**src/hdl/pcc_defines.svh**
```systemverilog
// Register indices, field positions, reset values and timing counts.
// Included by the controller and the bench; defines only, no logic.
`ifndef PCC_DEFINES_SVH
`define PCC_DEFINES_SVH

// Register indices; byte address is four times the index
`define PCC_IDX_CTRL      4'h0
`define PCC_IDX_ASTART_FQ 4'h1
`define PCC_IDX_ASTOP_FQ  4'h2
`define PCC_IDX_START_DLY 4'h3
`define PCC_IDX_STOP_DLY  4'h4
`define PCC_IDX_SLEEP_FQ  4'h5
`define PCC_IDX_SLEEP_DLY 4'h6
`define PCC_IDX_WAKE_LVL  4'h7
`define PCC_IDX_COMP_COEF 4'h8
`define PCC_IDX_LIM_RT    4'h9
`define PCC_IDX_RT_UNIT   4'hA
`define PCC_IDX_CO_FQ     4'hB
`define PCC_IDX_STATUS    4'hC
`define PCC_IDX_IRQ_STAT  4'hD
`define PCC_IDX_IRQ_CLR   4'hE
`define PCC_IDX_IRQ_EN    4'hF
`define PCC_NUM_CFG       12

// Writable bits of each config register, index order
`define PCC_CFG_MASKS '{16'h0073, 16'hFFFF, 16'hFFFF, 16'h01FF, \
   16'h01FF, 16'hFFFF, 16'h0FFF, 16'h3FFF, 16'h7FFF, 16'h0FFF, \
   16'h00FF, 16'hFFFF}
`define PCC_CFG_RST       16'h0000

// Control register fields
`define PCC_CTRL_ENABLE   0
`define PCC_CTRL_COMP_FB  1
`define PCC_CTRL_CNT_LO   4
`define PCC_CTRL_CNT_HI   6

// Time base
`define PCC_CLK_NS        8
`define PCC_TICK_S        1
`define PCC_NS_PER_S      1000000000
`define PCC_SEC_PER_MIN   6'h3C
`define PCC_MIN_PER_HOUR  6'h3C
`define PCC_UNIT_MINUTES  8'h96

`define PCC_NUM_PUMPS     5
`define PCC_RESP_OKAY     2'h0
`define PCC_RESP_SLVERR   2'h2

`endif

```
**src/hdl/pcc_pkg.sv**
```systemverilog
// Types shared by the pump cascade controller modules.
// Constants live in pcc_defines.svh.
package pcc_pkg;

   typedef enum logic [1:0]
   {
      PCC_OFF   = 2'b00,
      PCC_RUN   = 2'b01,
      PCC_SLEEP = 2'b10
   } pcc_mode_t;

   typedef struct packed
   {
      logic fault;
      logic changeover;
      logic wake;
      logic sleep;
      logic destage;
      logic stage;
   } pcc_evt_t;

endpackage

```
**src/hdl/pcc_timer_if.sv**
```systemverilog
// Carrier between the controller and its delay timers.
// One instance per timer; controller drives run, tick and limit.
`timescale 1ns/1ps
interface pcc_timer_if;
   logic run;
   logic tick;
   logic [11:0] limit;
   logic done;
   modport ctl (output run, output tick, output limit, input done);
   modport tmr (input run, input tick, input limit, output done);
endinterface

```
**src/hdl/pcc_delay_timer.sv**
```systemverilog
// Seconds delay timer: done while run has held for limit ticks.
// Assumes tick is a one-cycle pulse once per second.
`timescale 1ns/1ps
module pcc_delay_timer
   import pcc_pkg::*;
(
   input wire logic clk_in,      // System clock
   input wire logic sys_rst_in,  // Async reset, high
   input wire logic ce_in,       // Clock enable
   pcc_timer_if.tmr t            // Control and result
);
   logic [11:0] cnt_q;
   logic [11:0] cnt_d;

   // Dropping run restarts the count from zero
   always_comb
   begin
      cnt_d = cnt_q;
      if (!t.run)
         cnt_d = 12'h000;
      else if (t.tick && cnt_q != 12'hFFF)
         cnt_d = cnt_q + 12'h001;
   end

   always_ff @(posedge clk_in or posedge sys_rst_in)
   begin
      if (sys_rst_in)
         cnt_q <= 12'h000;
      else if (ce_in)
         cnt_q <= cnt_d;
   end

   assign t.done = t.run && (cnt_q >= t.limit);
endmodule

```
**src/hdl/pcc_cascade_ctrl.sv**
```systemverilog
// Pump cascade controller: staging, sleep/wake, changeover, AXI4-Lite.
// Assumes frequency and pressure inputs are synchronous to clk_in.
`timescale 1ns/1ps
`include "pcc_defines.svh"
module pcc_cascade_ctrl
   import pcc_pkg::*;
#(
   parameter int unsigned SEC_CYCLES =
      `PCC_TICK_S * `PCC_NS_PER_S / `PCC_CLK_NS
)
(
   input wire logic clk_in,                  // 125 MHz clock
   input wire logic sys_rst_in,              // Async reset, high
   input wire logic ce_in,                   // Clock enable
   input wire logic [7:0] s_axi_awaddr_in,   // Write address
   input wire logic s_axi_awvalid_in,        // Write address valid
   output logic s_axi_awready_out,           // Write address ready
   input wire logic [31:0] s_axi_wdata_in,   // Write data
   input wire logic [3:0] s_axi_wstrb_in,    // Write strobes
   input wire logic s_axi_wvalid_in,         // Write data valid
   output logic s_axi_wready_out,            // Write data ready
   output logic [1:0] s_axi_bresp_out,       // Write response
   output logic s_axi_bvalid_out,            // Write response valid
   input wire logic s_axi_bready_in,         // Write response ready
   input wire logic [7:0] s_axi_araddr_in,   // Read address
   input wire logic s_axi_arvalid_in,        // Read address valid
   output logic s_axi_arready_out,           // Read address ready
   output logic [31:0] s_axi_rdata_out,      // Read data
   output logic [1:0] s_axi_rresp_out,       // Read response
   output logic s_axi_rvalid_out,            // Read data valid
   input wire logic s_axi_rready_in,         // Read data ready
   input wire logic [15:0] output_frequency_in,    // Drive freq, 0.1 Hz
   input wire logic [15:0] pressure_reference_in,  // PID reference
   input wire logic [15:0] pressure_feedback_in,   // PID feedback
   input wire logic drive_run_enable_in,     // Run enable pin
   input wire logic [4:0] pump_ready_in,     // Pump 1..5 ready pins
   output logic [4:0] pump_command_out,      // Pump 1..5 commands
   output logic [15:0] comp_pressure_out,    // Compensated pressure
   output logic asleep_out,                  // Installation asleep
   output logic irq_out                      // Interrupt, level high
);
   localparam logic [15:0] CFG_MASK [`PCC_NUM_CFG] = `PCC_CFG_MASKS;

   // Pin synchronisers, three stages, filtered on stages two and three
   logic [5:0] s1_q, s2_q, s3_q, pin_q, pin_d;
   always_comb
   begin
      pin_d = (s2_q == s3_q) ? s3_q : pin_q;
   end
   always_ff @(posedge clk_in or posedge sys_rst_in)
   begin
      if (sys_rst_in)
      begin
         s1_q <= 6'h00;
         s2_q <= 6'h00;
         s3_q <= 6'h00;
         pin_q <= 6'h00;
      end
      else if (ce_in)
      begin
         s1_q <= {drive_run_enable_in, pump_ready_in};
         s2_q <= s1_q;
         s3_q <= s2_q;
         pin_q <= pin_d;
      end
   end
   wire logic [4:0] rdy = pin_q[4:0];
   wire logic run_pin = pin_q[5];

   // Time base: seconds, minutes, hours
   logic [26:0] pre_q, pre_d;
   logic [5:0] min_q, min_d, hr_q, hr_d;
   logic sec_tick, min_tick, hr_tick;
   always_comb
   begin
      sec_tick = (pre_q == 27'(SEC_CYCLES - 1));
      min_tick = sec_tick && (min_q == `PCC_SEC_PER_MIN - 6'h01);
      hr_tick = min_tick && (hr_q == `PCC_MIN_PER_HOUR - 6'h01);
      pre_d = sec_tick ? 27'h0 : pre_q + 27'h1;
      min_d = min_tick ? 6'h00 : (sec_tick ? min_q + 6'h01 : min_q);
      hr_d = hr_tick ? 6'h00 : (min_tick ? hr_q + 6'h01 : hr_q);
   end
   always_ff @(posedge clk_in or posedge sys_rst_in)
   begin
      if (sys_rst_in)
      begin
         pre_q <= 27'h0;
         min_q <= 6'h00;
         hr_q <= 6'h00;
      end
      else if (ce_in)
      begin
         pre_q <= pre_d;
         min_q <= min_d;
         hr_q <= hr_d;
      end
   end

   // Bus slave and register file
   logic [15:0] cfg_q [`PCC_NUM_CFG];
   logic [15:0] cfg_d [`PCC_NUM_CFG];
   logic aw_hold_q, aw_hold_d, w_hold_q, w_hold_d, bvalid_q, bvalid_d;
   logic awready_q, awready_d, wready_q, wready_d, arready_q, arready_d;
   logic rvalid_q, rvalid_d;
   logic [7:0] awaddr_q, awaddr_d;
   logic [31:0] wdata_q, wdata_d, rdata_q, rdata_d;
   logic [3:0] wstrb_q, wstrb_d;
   logic [1:0] bresp_q, bresp_d, rresp_q, rresp_d;
   pcc_evt_t ist_q, ist_d, ien_q, ien_d, evt;
   logic irq_q, irq_d, do_wr;
   logic [31:0] status_w;
   logic [3:0] widx, ridx;

   always_comb
   begin
      do_wr = aw_hold_q && w_hold_q && !bvalid_q;
      widx = awaddr_q[5:2];
      ridx = s_axi_araddr_in[5:2];
      aw_hold_d = aw_hold_q;
      w_hold_d = w_hold_q;
      awaddr_d = awaddr_q;
      wdata_d = wdata_q;
      wstrb_d = wstrb_q;
      if (s_axi_awvalid_in && awready_q)
      begin
         aw_hold_d = 1'b1;
         awaddr_d = s_axi_awaddr_in;
      end
      if (s_axi_wvalid_in && wready_q)
      begin
         w_hold_d = 1'b1;
         wdata_d = s_axi_wdata_in;
         wstrb_d = s_axi_wstrb_in;
      end
      if (do_wr)
      begin
         aw_hold_d = 1'b0;
         w_hold_d = 1'b0;
      end
      awready_d = !aw_hold_d;
      wready_d = !w_hold_d;
      bvalid_d = do_wr || (bvalid_q && !s_axi_bready_in);
      bresp_d = bresp_q;
      cfg_d = cfg_q;
      ien_d = ien_q;
      ist_d = (ist_q & ~pcc_evt_t'(0)) | evt;
      if (do_wr)
      begin
         bresp_d = (awaddr_q[7:6] == 2'h0) ? `PCC_RESP_OKAY : `PCC_RESP_SLVERR;
         if (awaddr_q[7:6] == 2'h0)
         begin
            if (widx < 4'(`PCC_NUM_CFG))
            begin
               if (wstrb_q[0])
                  cfg_d[widx][7:0] = wdata_q[7:0] & CFG_MASK[widx][7:0];
               if (wstrb_q[1])
                  cfg_d[widx][15:8] = wdata_q[15:8] & CFG_MASK[widx][15:8];
            end
            else if (widx == `PCC_IDX_IRQ_EN && wstrb_q[0])
               ien_d = pcc_evt_t'(wdata_q[5:0]);
            else if (widx == `PCC_IDX_IRQ_CLR && wstrb_q[0])
               ist_d = (ist_q & ~pcc_evt_t'(wdata_q[5:0])) | evt;
         end
      end
      irq_d = |(ist_d & ien_d);
      // Read side
      arready_d = arready_q;
      rvalid_d = rvalid_q && !s_axi_rready_in;
      rdata_d = rdata_q;
      rresp_d = rresp_q;
      if (s_axi_arvalid_in && arready_q)
      begin
         rvalid_d = 1'b1;
         rresp_d = `PCC_RESP_OKAY;
         rdata_d = 32'h0;
         if (s_axi_araddr_in[7:6] != 2'h0)
            rresp_d = `PCC_RESP_SLVERR;
         else if (ridx < 4'(`PCC_NUM_CFG))
            rdata_d = {16'h0, cfg_q[ridx]};
         else if (ridx == `PCC_IDX_STATUS)
            rdata_d = status_w;
         else if (ridx == `PCC_IDX_IRQ_STAT)
            rdata_d = {26'h0, ist_q};
         else if (ridx == `PCC_IDX_IRQ_EN)
            rdata_d = {26'h0, ien_q};
      end
      arready_d = !rvalid_d;
   end

   always_ff @(posedge clk_in or posedge sys_rst_in)
   begin
      if (sys_rst_in)
      begin
         aw_hold_q <= 1'b0;
         w_hold_q <= 1'b0;
         awready_q <= 1'b0;
         wready_q <= 1'b0;
         arready_q <= 1'b0;
         bvalid_q <= 1'b0;
         rvalid_q <= 1'b0;
         awaddr_q <= 8'h00;
         wdata_q <= 32'h0;
         wstrb_q <= 4'h0;
         rdata_q <= 32'h0;
         bresp_q <= 2'h0;
         rresp_q <= 2'h0;
         ist_q <= '0;
         ien_q <= '0;
         irq_q <= 1'b0;
         for (int i = 0; i < `PCC_NUM_CFG; i++)
            cfg_q[i] <= `PCC_CFG_RST;
      end
      else if (ce_in)
      begin
         aw_hold_q <= aw_hold_d;
         w_hold_q <= w_hold_d;
         awready_q <= awready_d;
         wready_q <= wready_d;
         arready_q <= arready_d;
         bvalid_q <= bvalid_d;
         rvalid_q <= rvalid_d;
         awaddr_q <= awaddr_d;
         wdata_q <= wdata_d;
         wstrb_q <= wstrb_d;
         rdata_q <= rdata_d;
         bresp_q <= bresp_d;
         rresp_q <= rresp_d;
         ist_q <= ist_d;
         ien_q <= ien_d;
         irq_q <= irq_d;
         cfg_q <= cfg_d;
      end
   end

   wire logic [15:0] ctrl = cfg_q[`PCC_IDX_CTRL];
   wire logic [15:0] freq = output_frequency_in;

   // Delay timers
   pcc_timer_if t_start ();
   pcc_timer_if t_stop ();
   pcc_timer_if t_sleep ();
   pcc_delay_timer u_start (.clk_in(clk_in), .sys_rst_in(sys_rst_in),
      .ce_in(ce_in), .t(t_start));
   pcc_delay_timer u_stop (.clk_in(clk_in), .sys_rst_in(sys_rst_in),
      .ce_in(ce_in), .t(t_stop));
   pcc_delay_timer u_sleep (.clk_in(clk_in), .sys_rst_in(sys_rst_in),
      .ce_in(ce_in), .t(t_sleep));

   // Cascade control
   pcc_mode_t mode_q, mode_d;
   logic [4:0] aux_q, aux_d, cmd_q, cmd_d, avail, free, var_oh;
   logic [2:0] var_q, var_d, nxt;
   logic [11:0] rt_q, rt_d;
   logic [15:0] comp_q, comp_d, base;
   logic act_q, act_d, found, var_fault, co_ok, chg, start_go, stop_go;
   logic unit_tick, asleep_q, asleep_d;
   logic [30:0] prod;
   logic [16:0] sum;
   logic [3:0] cand;

   always_comb
   begin
      for (int i = 0; i < `PCC_NUM_PUMPS; i++)
         avail[i] = rdy[i] && (3'(i) < ctrl[`PCC_CTRL_CNT_HI:`PCC_CTRL_CNT_LO]);
      var_oh = 5'h01 << var_q;
      free = avail & ~aux_q & ~var_oh;
      // Next ready pump after the variable one, skipping aux pumps
      found = 1'b0;
      nxt = var_q;
      for (int k = `PCC_NUM_PUMPS - 1; k >= 1; k--)
      begin
         cand = {1'b0, var_q} + 4'(k);
         if (cand >= 4'(`PCC_NUM_PUMPS))
            cand = cand - 4'(`PCC_NUM_PUMPS);
         if (avail[cand[2:0]] && !aux_q[cand[2:0]])
         begin
            found = 1'b1;
            nxt = cand[2:0];
         end
      end
      unit_tick = (cfg_q[`PCC_IDX_RT_UNIT][7:0] == `PCC_UNIT_MINUTES) ?
         min_tick : hr_tick;
      var_fault = (mode_q != PCC_OFF) && !avail[var_q];
      co_ok = (cfg_q[`PCC_IDX_LIM_RT] != 16'h0) &&
         (rt_q >= cfg_q[`PCC_IDX_LIM_RT][11:0]) &&
         ((cfg_q[`PCC_IDX_CO_FQ] == 16'h0) ? (mode_q == PCC_SLEEP) :
         (mode_q == PCC_RUN && freq < cfg_q[`PCC_IDX_CO_FQ]));
      chg = (var_fault || co_ok) && found;
      // Timers restart after any step, so each step needs a fresh delay
      t_start.run = (mode_q == PCC_RUN) && !act_q && (|free) &&
         (freq > cfg_q[`PCC_IDX_ASTART_FQ]);
      t_stop.run = (mode_q == PCC_RUN) && !act_q && (|aux_q) &&
         (freq < cfg_q[`PCC_IDX_ASTOP_FQ]);
      t_sleep.run = (mode_q == PCC_RUN) && !act_q &&
         (freq < cfg_q[`PCC_IDX_SLEEP_FQ]);
      t_start.tick = sec_tick;
      t_stop.tick = sec_tick;
      t_sleep.tick = sec_tick;
      t_start.limit = {3'h0, cfg_q[`PCC_IDX_START_DLY][8:0]};
      t_stop.limit = {3'h0, cfg_q[`PCC_IDX_STOP_DLY][8:0]};
      t_sleep.limit = cfg_q[`PCC_IDX_SLEEP_DLY][11:0];
      start_go = t_start.done && !chg && !t_sleep.done;
      stop_go = t_stop.done && !chg && !t_sleep.done && !start_go;
      evt = '0;
      mode_d = mode_q;
      unique case (mode_q)
         PCC_OFF: if (ctrl[`PCC_CTRL_ENABLE] && run_pin) mode_d = PCC_RUN;
         PCC_RUN: if (t_sleep.done) mode_d = PCC_SLEEP;
         PCC_SLEEP:
            if (pressure_feedback_in < cfg_q[`PCC_IDX_WAKE_LVL])
               mode_d = PCC_RUN;
         default: mode_d = PCC_OFF;
      endcase
      if (!(ctrl[`PCC_CTRL_ENABLE] && run_pin))
         mode_d = PCC_OFF;
      evt.sleep = (mode_q == PCC_RUN) && (mode_d == PCC_SLEEP);
      evt.wake = (mode_q == PCC_SLEEP) && (mode_d == PCC_RUN);
      aux_d = aux_q & avail;
      if (start_go)
         aux_d = aux_d | (free & (~free + 5'h01));
      if (stop_go)
         for (int i = 0; i < `PCC_NUM_PUMPS; i++)
            if (aux_q[i] && (aux_q >> (i + 1)) == 5'h00)
               aux_d[i] = 1'b0;
      if (mode_d != PCC_RUN)
         aux_d = 5'h00;
      var_d = chg ? nxt : var_q;
      rt_d = rt_q;
      if (chg)
         rt_d = 12'h000;
      else if (mode_q == PCC_RUN && avail[var_q] && unit_tick &&
         rt_q != 12'hFFF)
         rt_d = rt_q + 12'h001;
      evt.stage = start_go;
      evt.destage = stop_go;
      evt.changeover = chg;
      evt.fault = |(cmd_q & ~avail);
      act_d = start_go || stop_go || chg || t_sleep.done;
      cmd_d = (aux_d | ((mode_d == PCC_RUN) ? (5'h01 << var_d) : 5'h00)) &
         avail;
      // Head-loss offset grows with speed, scaled by coefficient / 2^15
      base = ctrl[`PCC_CTRL_COMP_FB] ? pressure_feedback_in :
         pressure_reference_in;
      prod = cfg_q[`PCC_IDX_COMP_COEF][14:0] * freq;
      sum = {1'b0, base} + {1'b0, prod[30:15]};
      comp_d = sum[16] ? 16'hFFFF : sum[15:0];
      asleep_d = (mode_d == PCC_SLEEP);
   end

   always_ff @(posedge clk_in or posedge sys_rst_in)
   begin
      if (sys_rst_in)
      begin
         mode_q <= PCC_OFF;
         aux_q <= 5'h00;
         cmd_q <= 5'h00;
         var_q <= 3'h0;
         rt_q <= 12'h000;
         act_q <= 1'b0;
         comp_q <= 16'h0000;
         asleep_q <= 1'b0;
      end
      else if (ce_in)
      begin
         mode_q <= mode_d;
         aux_q <= aux_d;
         cmd_q <= cmd_d;
         var_q <= var_d;
         rt_q <= rt_d;
         act_q <= act_d;
         comp_q <= comp_d;
         asleep_q <= asleep_d;
      end
   end

   assign status_w = {17'h0, run_pin, mode_q == PCC_SLEEP, var_q, rdy, cmd_q};
   assign s_axi_awready_out = awready_q;
   assign s_axi_wready_out = wready_q;
   assign s_axi_bresp_out = bresp_q;
   assign s_axi_bvalid_out = bvalid_q;
   assign s_axi_arready_out = arready_q;
   assign s_axi_rdata_out = rdata_q;
   assign s_axi_rresp_out = rresp_q;
   assign s_axi_rvalid_out = rvalid_q;
   assign pump_command_out = cmd_q;
   assign comp_pressure_out = comp_q;
   assign asleep_out = asleep_q;
   assign irq_out = irq_q;
endmodule

```
**config.mk**
```make
export PLATFORM = sky130hd
export DESIGN_NAME = pcc_cascade_ctrl
export DESIGN_NICKNAME = d
export VERILOG_FILES = /design/src/hdl/pcc_pkg.sv /design/src/hdl/pcc_timer_if.sv /design/src/hdl/pcc_delay_timer.sv /design/src/hdl/pcc_cascade_ctrl.sv
export VERILOG_INCLUDE_DIRS = /design/src /design/src/hdl
export SDC_FILE = /design/constraint.sdc
export NUM_CORES = 2
export LEC_CHECK = 0
export ABC_AREA = 0
export BUFFER_PORTS_ARGS = -buffer_cell sky130_fd_sc_hd__buf_2
export CORE_ASPECT_RATIO = 1.75
export CORE_MARGIN = 2
export CORE_UTILIZATION = 65
export CTS_BUF_LIST = sky130_fd_sc_hd__clkbuf_8
export DETAILED_ROUTE_END_ITERATION = 8
export GPL_TIMING_DRIVEN = 0
export PLACE_DENSITY = 0.84
export REMOVE_ABC_BUFFERS = 1
export SKIP_CTS_REPAIR_TIMING = 1
export SYNTH_ARGS = -nofsm -noshare
export SYNTH_HDL_FRONTEND = slang
export SYNTH_HIERARCHICAL = 1
export SYNTH_SLANG_ARGS = --single-unit
```
**constraint.sdc**
```tcl
create_clock -name clk_in -period 27.9 [get_ports clk_in]
set_input_delay 4.185 -clock clk_in [delete_from_list [all_inputs] [get_ports clk_in]]
set_output_delay 4.185 -clock clk_in [all_outputs]
set_load 0.005 [all_outputs]
```
**After elaboration in Yosys (flattened, before gate mapping)**

Memory sizes are Yosys's and may differ from the RTL's.
Cells that the tools add are included.
W data, S select, Z words.

- Output and inout bits: 64
- Input port bits: 114
- Bits in read-only memories: 256
- Logic and storage cells: 348
- Register bits after elaboration: 418
- Memories kept: 1

Memory list:

| name | words | bits a word | rd ports | clocked after Yosys merged registers in | write ports | RTL line | source |
|---|---|---|---|---|---|---|---|
| (no name shown) | 16 | 16 | 1 | 0 | 0 | pcc_cascade_ctrl.sv:157 | `cfg_d[widx][15:8] = wdata_q[15:8] & CFG_MASK[widx][15:8];` |

- Multipliers: 1
- Shift operators: 2
- Equality and inequality tests: 22
- Bitwise operators: 21
- $add $sub $neg: 17
- Reduce and logical (&&, ||, !) cells: 102
- Muxes and demuxes: 98
- $lt $le $gt $ge: 28

Operator list:

| kind | number |
|---|---|
| $mux W192 | 5 |
| $bwmux W192 | 2 |
| $mux W16 | 9 |
| $demux W16 S4 | 2 |
| $mux W12 | 8 |
| $mux W6 | 15 |
| $bmux W16 S4 | 1 |
| $lt A16 B16 Y1 | 4 |
| $logic_and A1 B1 Y1 | 53 |
| $add A12 B1 Y12 const B | 4 |
| $ne A12 B12 Y1 const B | 4 |
| $mul A15 B16 Y31 | 1 |
| $and A5 B5 Y5 | 6 |
| $add A27 B1 Y27 const B | 1 |
| $bmux W1 S3 | 9 |
| $eq A27 B27 Y1 const B | 1 |
| $mux W27 | 1 |
| $mux W3 | 9 |
| $mux W1 | 25 |
| $ge A12 B12 Y1 | 2 |
| $ge A12 B9 Y1 | 2 |
| $reduce_and A2 Y1 | 11 |
| $eq A4 B4 Y1 const B | 5 |
| $logic_not A5 Y1 | 4 |
| other kinds (45) | 107 |

**Depth between registers and ports, before layout**

- Depth in word-level cells: 25
- Depth in mapped cells: 37

**Hierarchy**

Netlist, hierarchy kept.

By module, submodules not included:

| module | cells each | instances | area each (sq um) |
|---|---|---|---|
| pcc_cascade_ctrl | 2908 | 1 | 28169.5 |
| pcc_delay_timer | 119 | 3 | 1016.0 |

**Least setup slack after synthesis**

No wires, ideal clock.

- Path type: input -> register
- Start point: input port output_frequency_in[7]
- End point: register comp_q[2] (netlist: comp_pressure_out[2])
- Setup slack: 15.692 ns
- Data arrival time: 12.087 ns
- Stages on the path: 35
- Setup time: 0.121 ns
- Cell sequence: clkbuf_1 -> and2_1 -> fa_1 -> inv_1 -> fa_1 -> inv_1 -> fa_1 -> fa_1 -> fa_1 -> inv_1 -> fa_1 -> inv_1 -> ha_1 -> a211o_1 -> or4_1 -> a31oi_1 -> nor2_1 -> nor2_1 -> nor2b_1 -> nor2_1 -> nor2b_1 -> nor2_1 -> xnor2_1 -> ha_1 -> nor2b_1 -> o21ai_0 -> a21boi_0 -> o211a_1 -> o31a_1 -> o41ai_1 -> nor2_1 -> nor3_1 -> o21ai_1 -> clkbuf_1 -> o22a_1

- Cells in the longest elaborated chain, start to end: 3

RTL lines:

| what | RTL line | source |
|---|---|---|
| start, declared | pcc_cascade_ctrl.sv:32 | `input wire logic [15:0] output_frequency_in,` |
| $mul A15 B16 Y31 | pcc_cascade_ctrl.sv:344 | `` prod = cfg_q[`PCC_IDX_COMP_COEF][14:0] * freq; `` |
| $add A16 B16 Y17 | pcc_cascade_ctrl.sv:345 | `sum = {1'b0, base} + {1'b0, prod[30:15]};` |
| $mux W16 | pcc_cascade_ctrl.sv:346 | `comp_d = sum[16] ? 16'hFFFF : sum[15:0];` |
| end signal, assigned | pcc_cascade_ctrl.sv:371 | `comp_q <= comp_d;` |
| end, declared | pcc_cascade_ctrl.sv:254 | `logic [15:0] comp_q, comp_d, base;` |

No other way between the ends.
A chain may end at the register's enable or synchronous reset.

**Final worst setup path**

- Start point: input port output_frequency_in[5]
- End point: register comp_q[3] (netlist: comp_pressure_out[3])

The elaborated chain is that of the path after synthesis.

==> reports/qor.yml <==
pwr:
  p_sw_uw: 842
  switching_share_pct: 40.3
  p_seq_share_pct: 38.7
  power_frac_clock_pct: 23.8
  power_mw: 2.09
  ir_drop_v: 0.0000444
  power_density_mw_per_mm2: 62.4
  p_leak_nw: 16.0
  internal-power_mw: 1.25
  power_frac_comb_pct: 37.5
setup_path:
  crit_path_end_kind: "register"
  timing.critical_path.mode_cell: "fa_1"
  arrival_ps: 13430
  crit_slowest_cell: "fa_1"
  worstSetupPathType: "input port to register"
  start_kind: "input port"
  reg2reg_depth: 33
  r2r_slack_ps: 17980
  r2r_end: "comp_pressure_out[3]"
  critPathMaxFanout: 19
  cp.required_ps: 28410
  cpPeakStageDelay_ps: 620
  r2r_start: "cfg_q[56]"
logic_synthesis:
  synthDistinctLibCells: 82
  synth_area_mm2: 0.0312
  synth_seq_area_share_pct: 31.9
  synthArstFlopShare_pct: 100
  synth_edf_count: 0
  yosys_register_bits: 398
  ys_warn_count: 6
  synth_cells: 3265
  ys.flop_type: "dfrtp_1"
  synth.avg_cell_area_um2: 9.56
finish:
  final_nets: 3880
  mostFrequentLayoutCell: "nand2_1"
  nFillCells: 3521
  area_growth_pct: 7.06
  final_cell_mix: "409 x nand2_1, 398 x dfrtp_1, 391 x inv_1, 256 x ha_1, 232 x o21ai_0"
  drive_gt1_share_pct: 13.3
placed_design:
  io_buffers: 137
  hpwl_um: 69200
  gp_congestion: 1.00
grt:
  overflow: 0
  grt_max_degree: 135
  first_global_vias: 27513
  antenna_found_initial: 6
  grt_pass1_wl_um: 147000
  grt_usage_pct: 38.0
sta:
  slew_viol_final: 9
  rsz0062_at_grt: "false"
  max_freq_mhz: 77.4
  tightest_slew_ps: 1510
  max_slew_margin_pct: -1.35
  skew_ps: 34.1
  fin_crit_ps: 12920
  fin_tns_setup_ps: 0
  timing.final.crit_share_pct: 46.3
  finalSetupViolCount: 0
  hold_violations: 0
clocking:
  clockRootBuffer: "clkbuf_8"
  cts.reportedPaths.clkPinSlew_ps: 70
  cts_tree: "yes"
  htreeDepth: 2
  clock_sinks: 398
  cts_buffers: 59
  clk-insertion-delay-late_ps: 650
  ctsLongestPathBuffers: 3
floorplanning:
  ios: 178
  dieArea_mm2: 0.0499
  rows: 106
  die_w_um: 170
  start_util_pct: 65.6
  die_h_um: 294
  core_area_mm2: 0.0476
status:
  status: "complete, but fails checks"
  violations: "capacitance limit, slew limit"
routing:
  routed-via-count: 25976
  finalWirelength_um: 92600
  ant_nets: 0
  dr.pass1.iters: 8
  routed_via_density: 6.55
  first_iter_violations: 2253
  wl_per_cell_um: 23.3
  remaining_drc_errors: 0
hold_path:
  min_path_cells: 2
  hp-class: "register to register"
  hold_end: "cfg_q[31]"
  worstHoldStart: "cfg_q[31]"
job:
  cap_viol_max_count: 1
## cells by family (layout without fill, tap and decap cells)
kind of cell,Yosys count,count (layout),synth area share [%]
compound gates,610,610,12.5
xor+xnor,64,64,1.80
fa+ha+maj,437,437,21.9
buf+inv,544,627,6.91
flops,398,398,31.9
mux,214,214,9.35
other cells,1,27,0.0120
simple gates,997,997,15.7
## per-stage QoR
stage               setup slack, ps  utilization (%)  std cells  instance area (µm²)  hold slack, ps
floorplan                     13670                -       3124                30600             445
global placement              10020             67.2       3855                32000             457
detailed placement            13980             67.6       3861                32200             466
CTS                           14630             70.1       3964                33400             480
global route                  14470             70.2       3966                33400             507
finish                        14980             70.2       3968                33400             485
## worst max-delay path, delay by kind of cell
family | cells | cell delay (ps)
buf+inv | 5 | 800
simple gates | 11 | 1790
fa+ha+maj | 8 | 3720
compound gates | 9 | 2740
xor+xnor | 1 | 160
## worst max path at each step
| stage | cells after the start | endpoint | startpoint | slack (ps) |
|---|---|---|---|---|
| finish | 34 | comp_pressure_out[3] | output_frequency_in[5] | 14980 |
| global route | 34 | comp_pressure_out[3] | output_frequency_in[5] | 14470 |
| CTS | 32 | comp_pressure_out[3] | output_frequency_in[5] | 14630 |
| detailed placement | 32 | comp_pressure_out[7] | output_frequency_in[5] | 13980 |
| global placement | 2 | comp_pressure_out[11] | sys_rst_in | 10020 |
| floorplan | 1 | act_q | sys_rst_in | 13670 |
## power groups by stage
stage          logic (mW)  registers, mW  clock network (mW)
2_1_floorplan       0.534          0.748                   0
3_3_place_gp        0.731          0.803                   0
3_5_place_dp        0.775          0.811                   0
4_1_cts             0.780          0.801               0.500
5_1_grt             0.876          0.815               0.525
6_report            0.783          0.807               0.497
## cells in the mapped netlist (42+ instances only)
master	number	share of area [%]
inv_1	378	4.5
ha_1	256	10
nand4_1	48	0.96
o21ai_0	233	3.7
xnor2_1	43	1.2
nand2_1	409	4.9
dfrtp_1	398	32
a21o_1	42	1.0
mux2_2	140	5.1
nand3_1	55	0.88
nor3_1	44	0.71
and2_1	154	3.1
o31ai_1	47	1.1
fa_1	181	12
clkbuf_1	115	1.4
a21oi_1	81	1.3
nor2_1	132	1.6
mux4_2	48	3.5
## metal layers
metal	part of all wire, %	vias up	track usage (%)
met5	0.070	-	0
met4	9.9	6	32.5
met3	7.5	512	7.38
met2	50	1337	65.2
met1	33	12789	39.8
li1	-	11332	-
## layout make-up
class                      instances  area, µm²  area share, %
sequential                       398       9960           29.8
clock buffer                      73       1000           3.01
inverter                         380       1430           4.29
tap                              594        743           2.22
antenna                            3       7.51         0.0225
clock inverter                    30        205          0.614
timing repair buffer             144        851           2.55
multi-input combinational       2346      19200           57.5
## flip-flops by register name, summed over array words and instances, names as in the netlist, 6 cells and up
signal and cells:
awaddr_q 6, cfg_q 176, comp_pressure_out 16, ctrl 16, hr_q 6, ien_q 6, ist_q 6, min_q 6
pin_q 6, pre_q 27, rt_q 12, s1_q 6, s2_q 6, s3_q 6, s_axi_rdata_out 16, u_sleep/cnt_q 12
u_start/cnt_q 12, u_stop/cnt_q 12, wdata_q 16
Note: power is estimated with default switching activity, not from simulation.
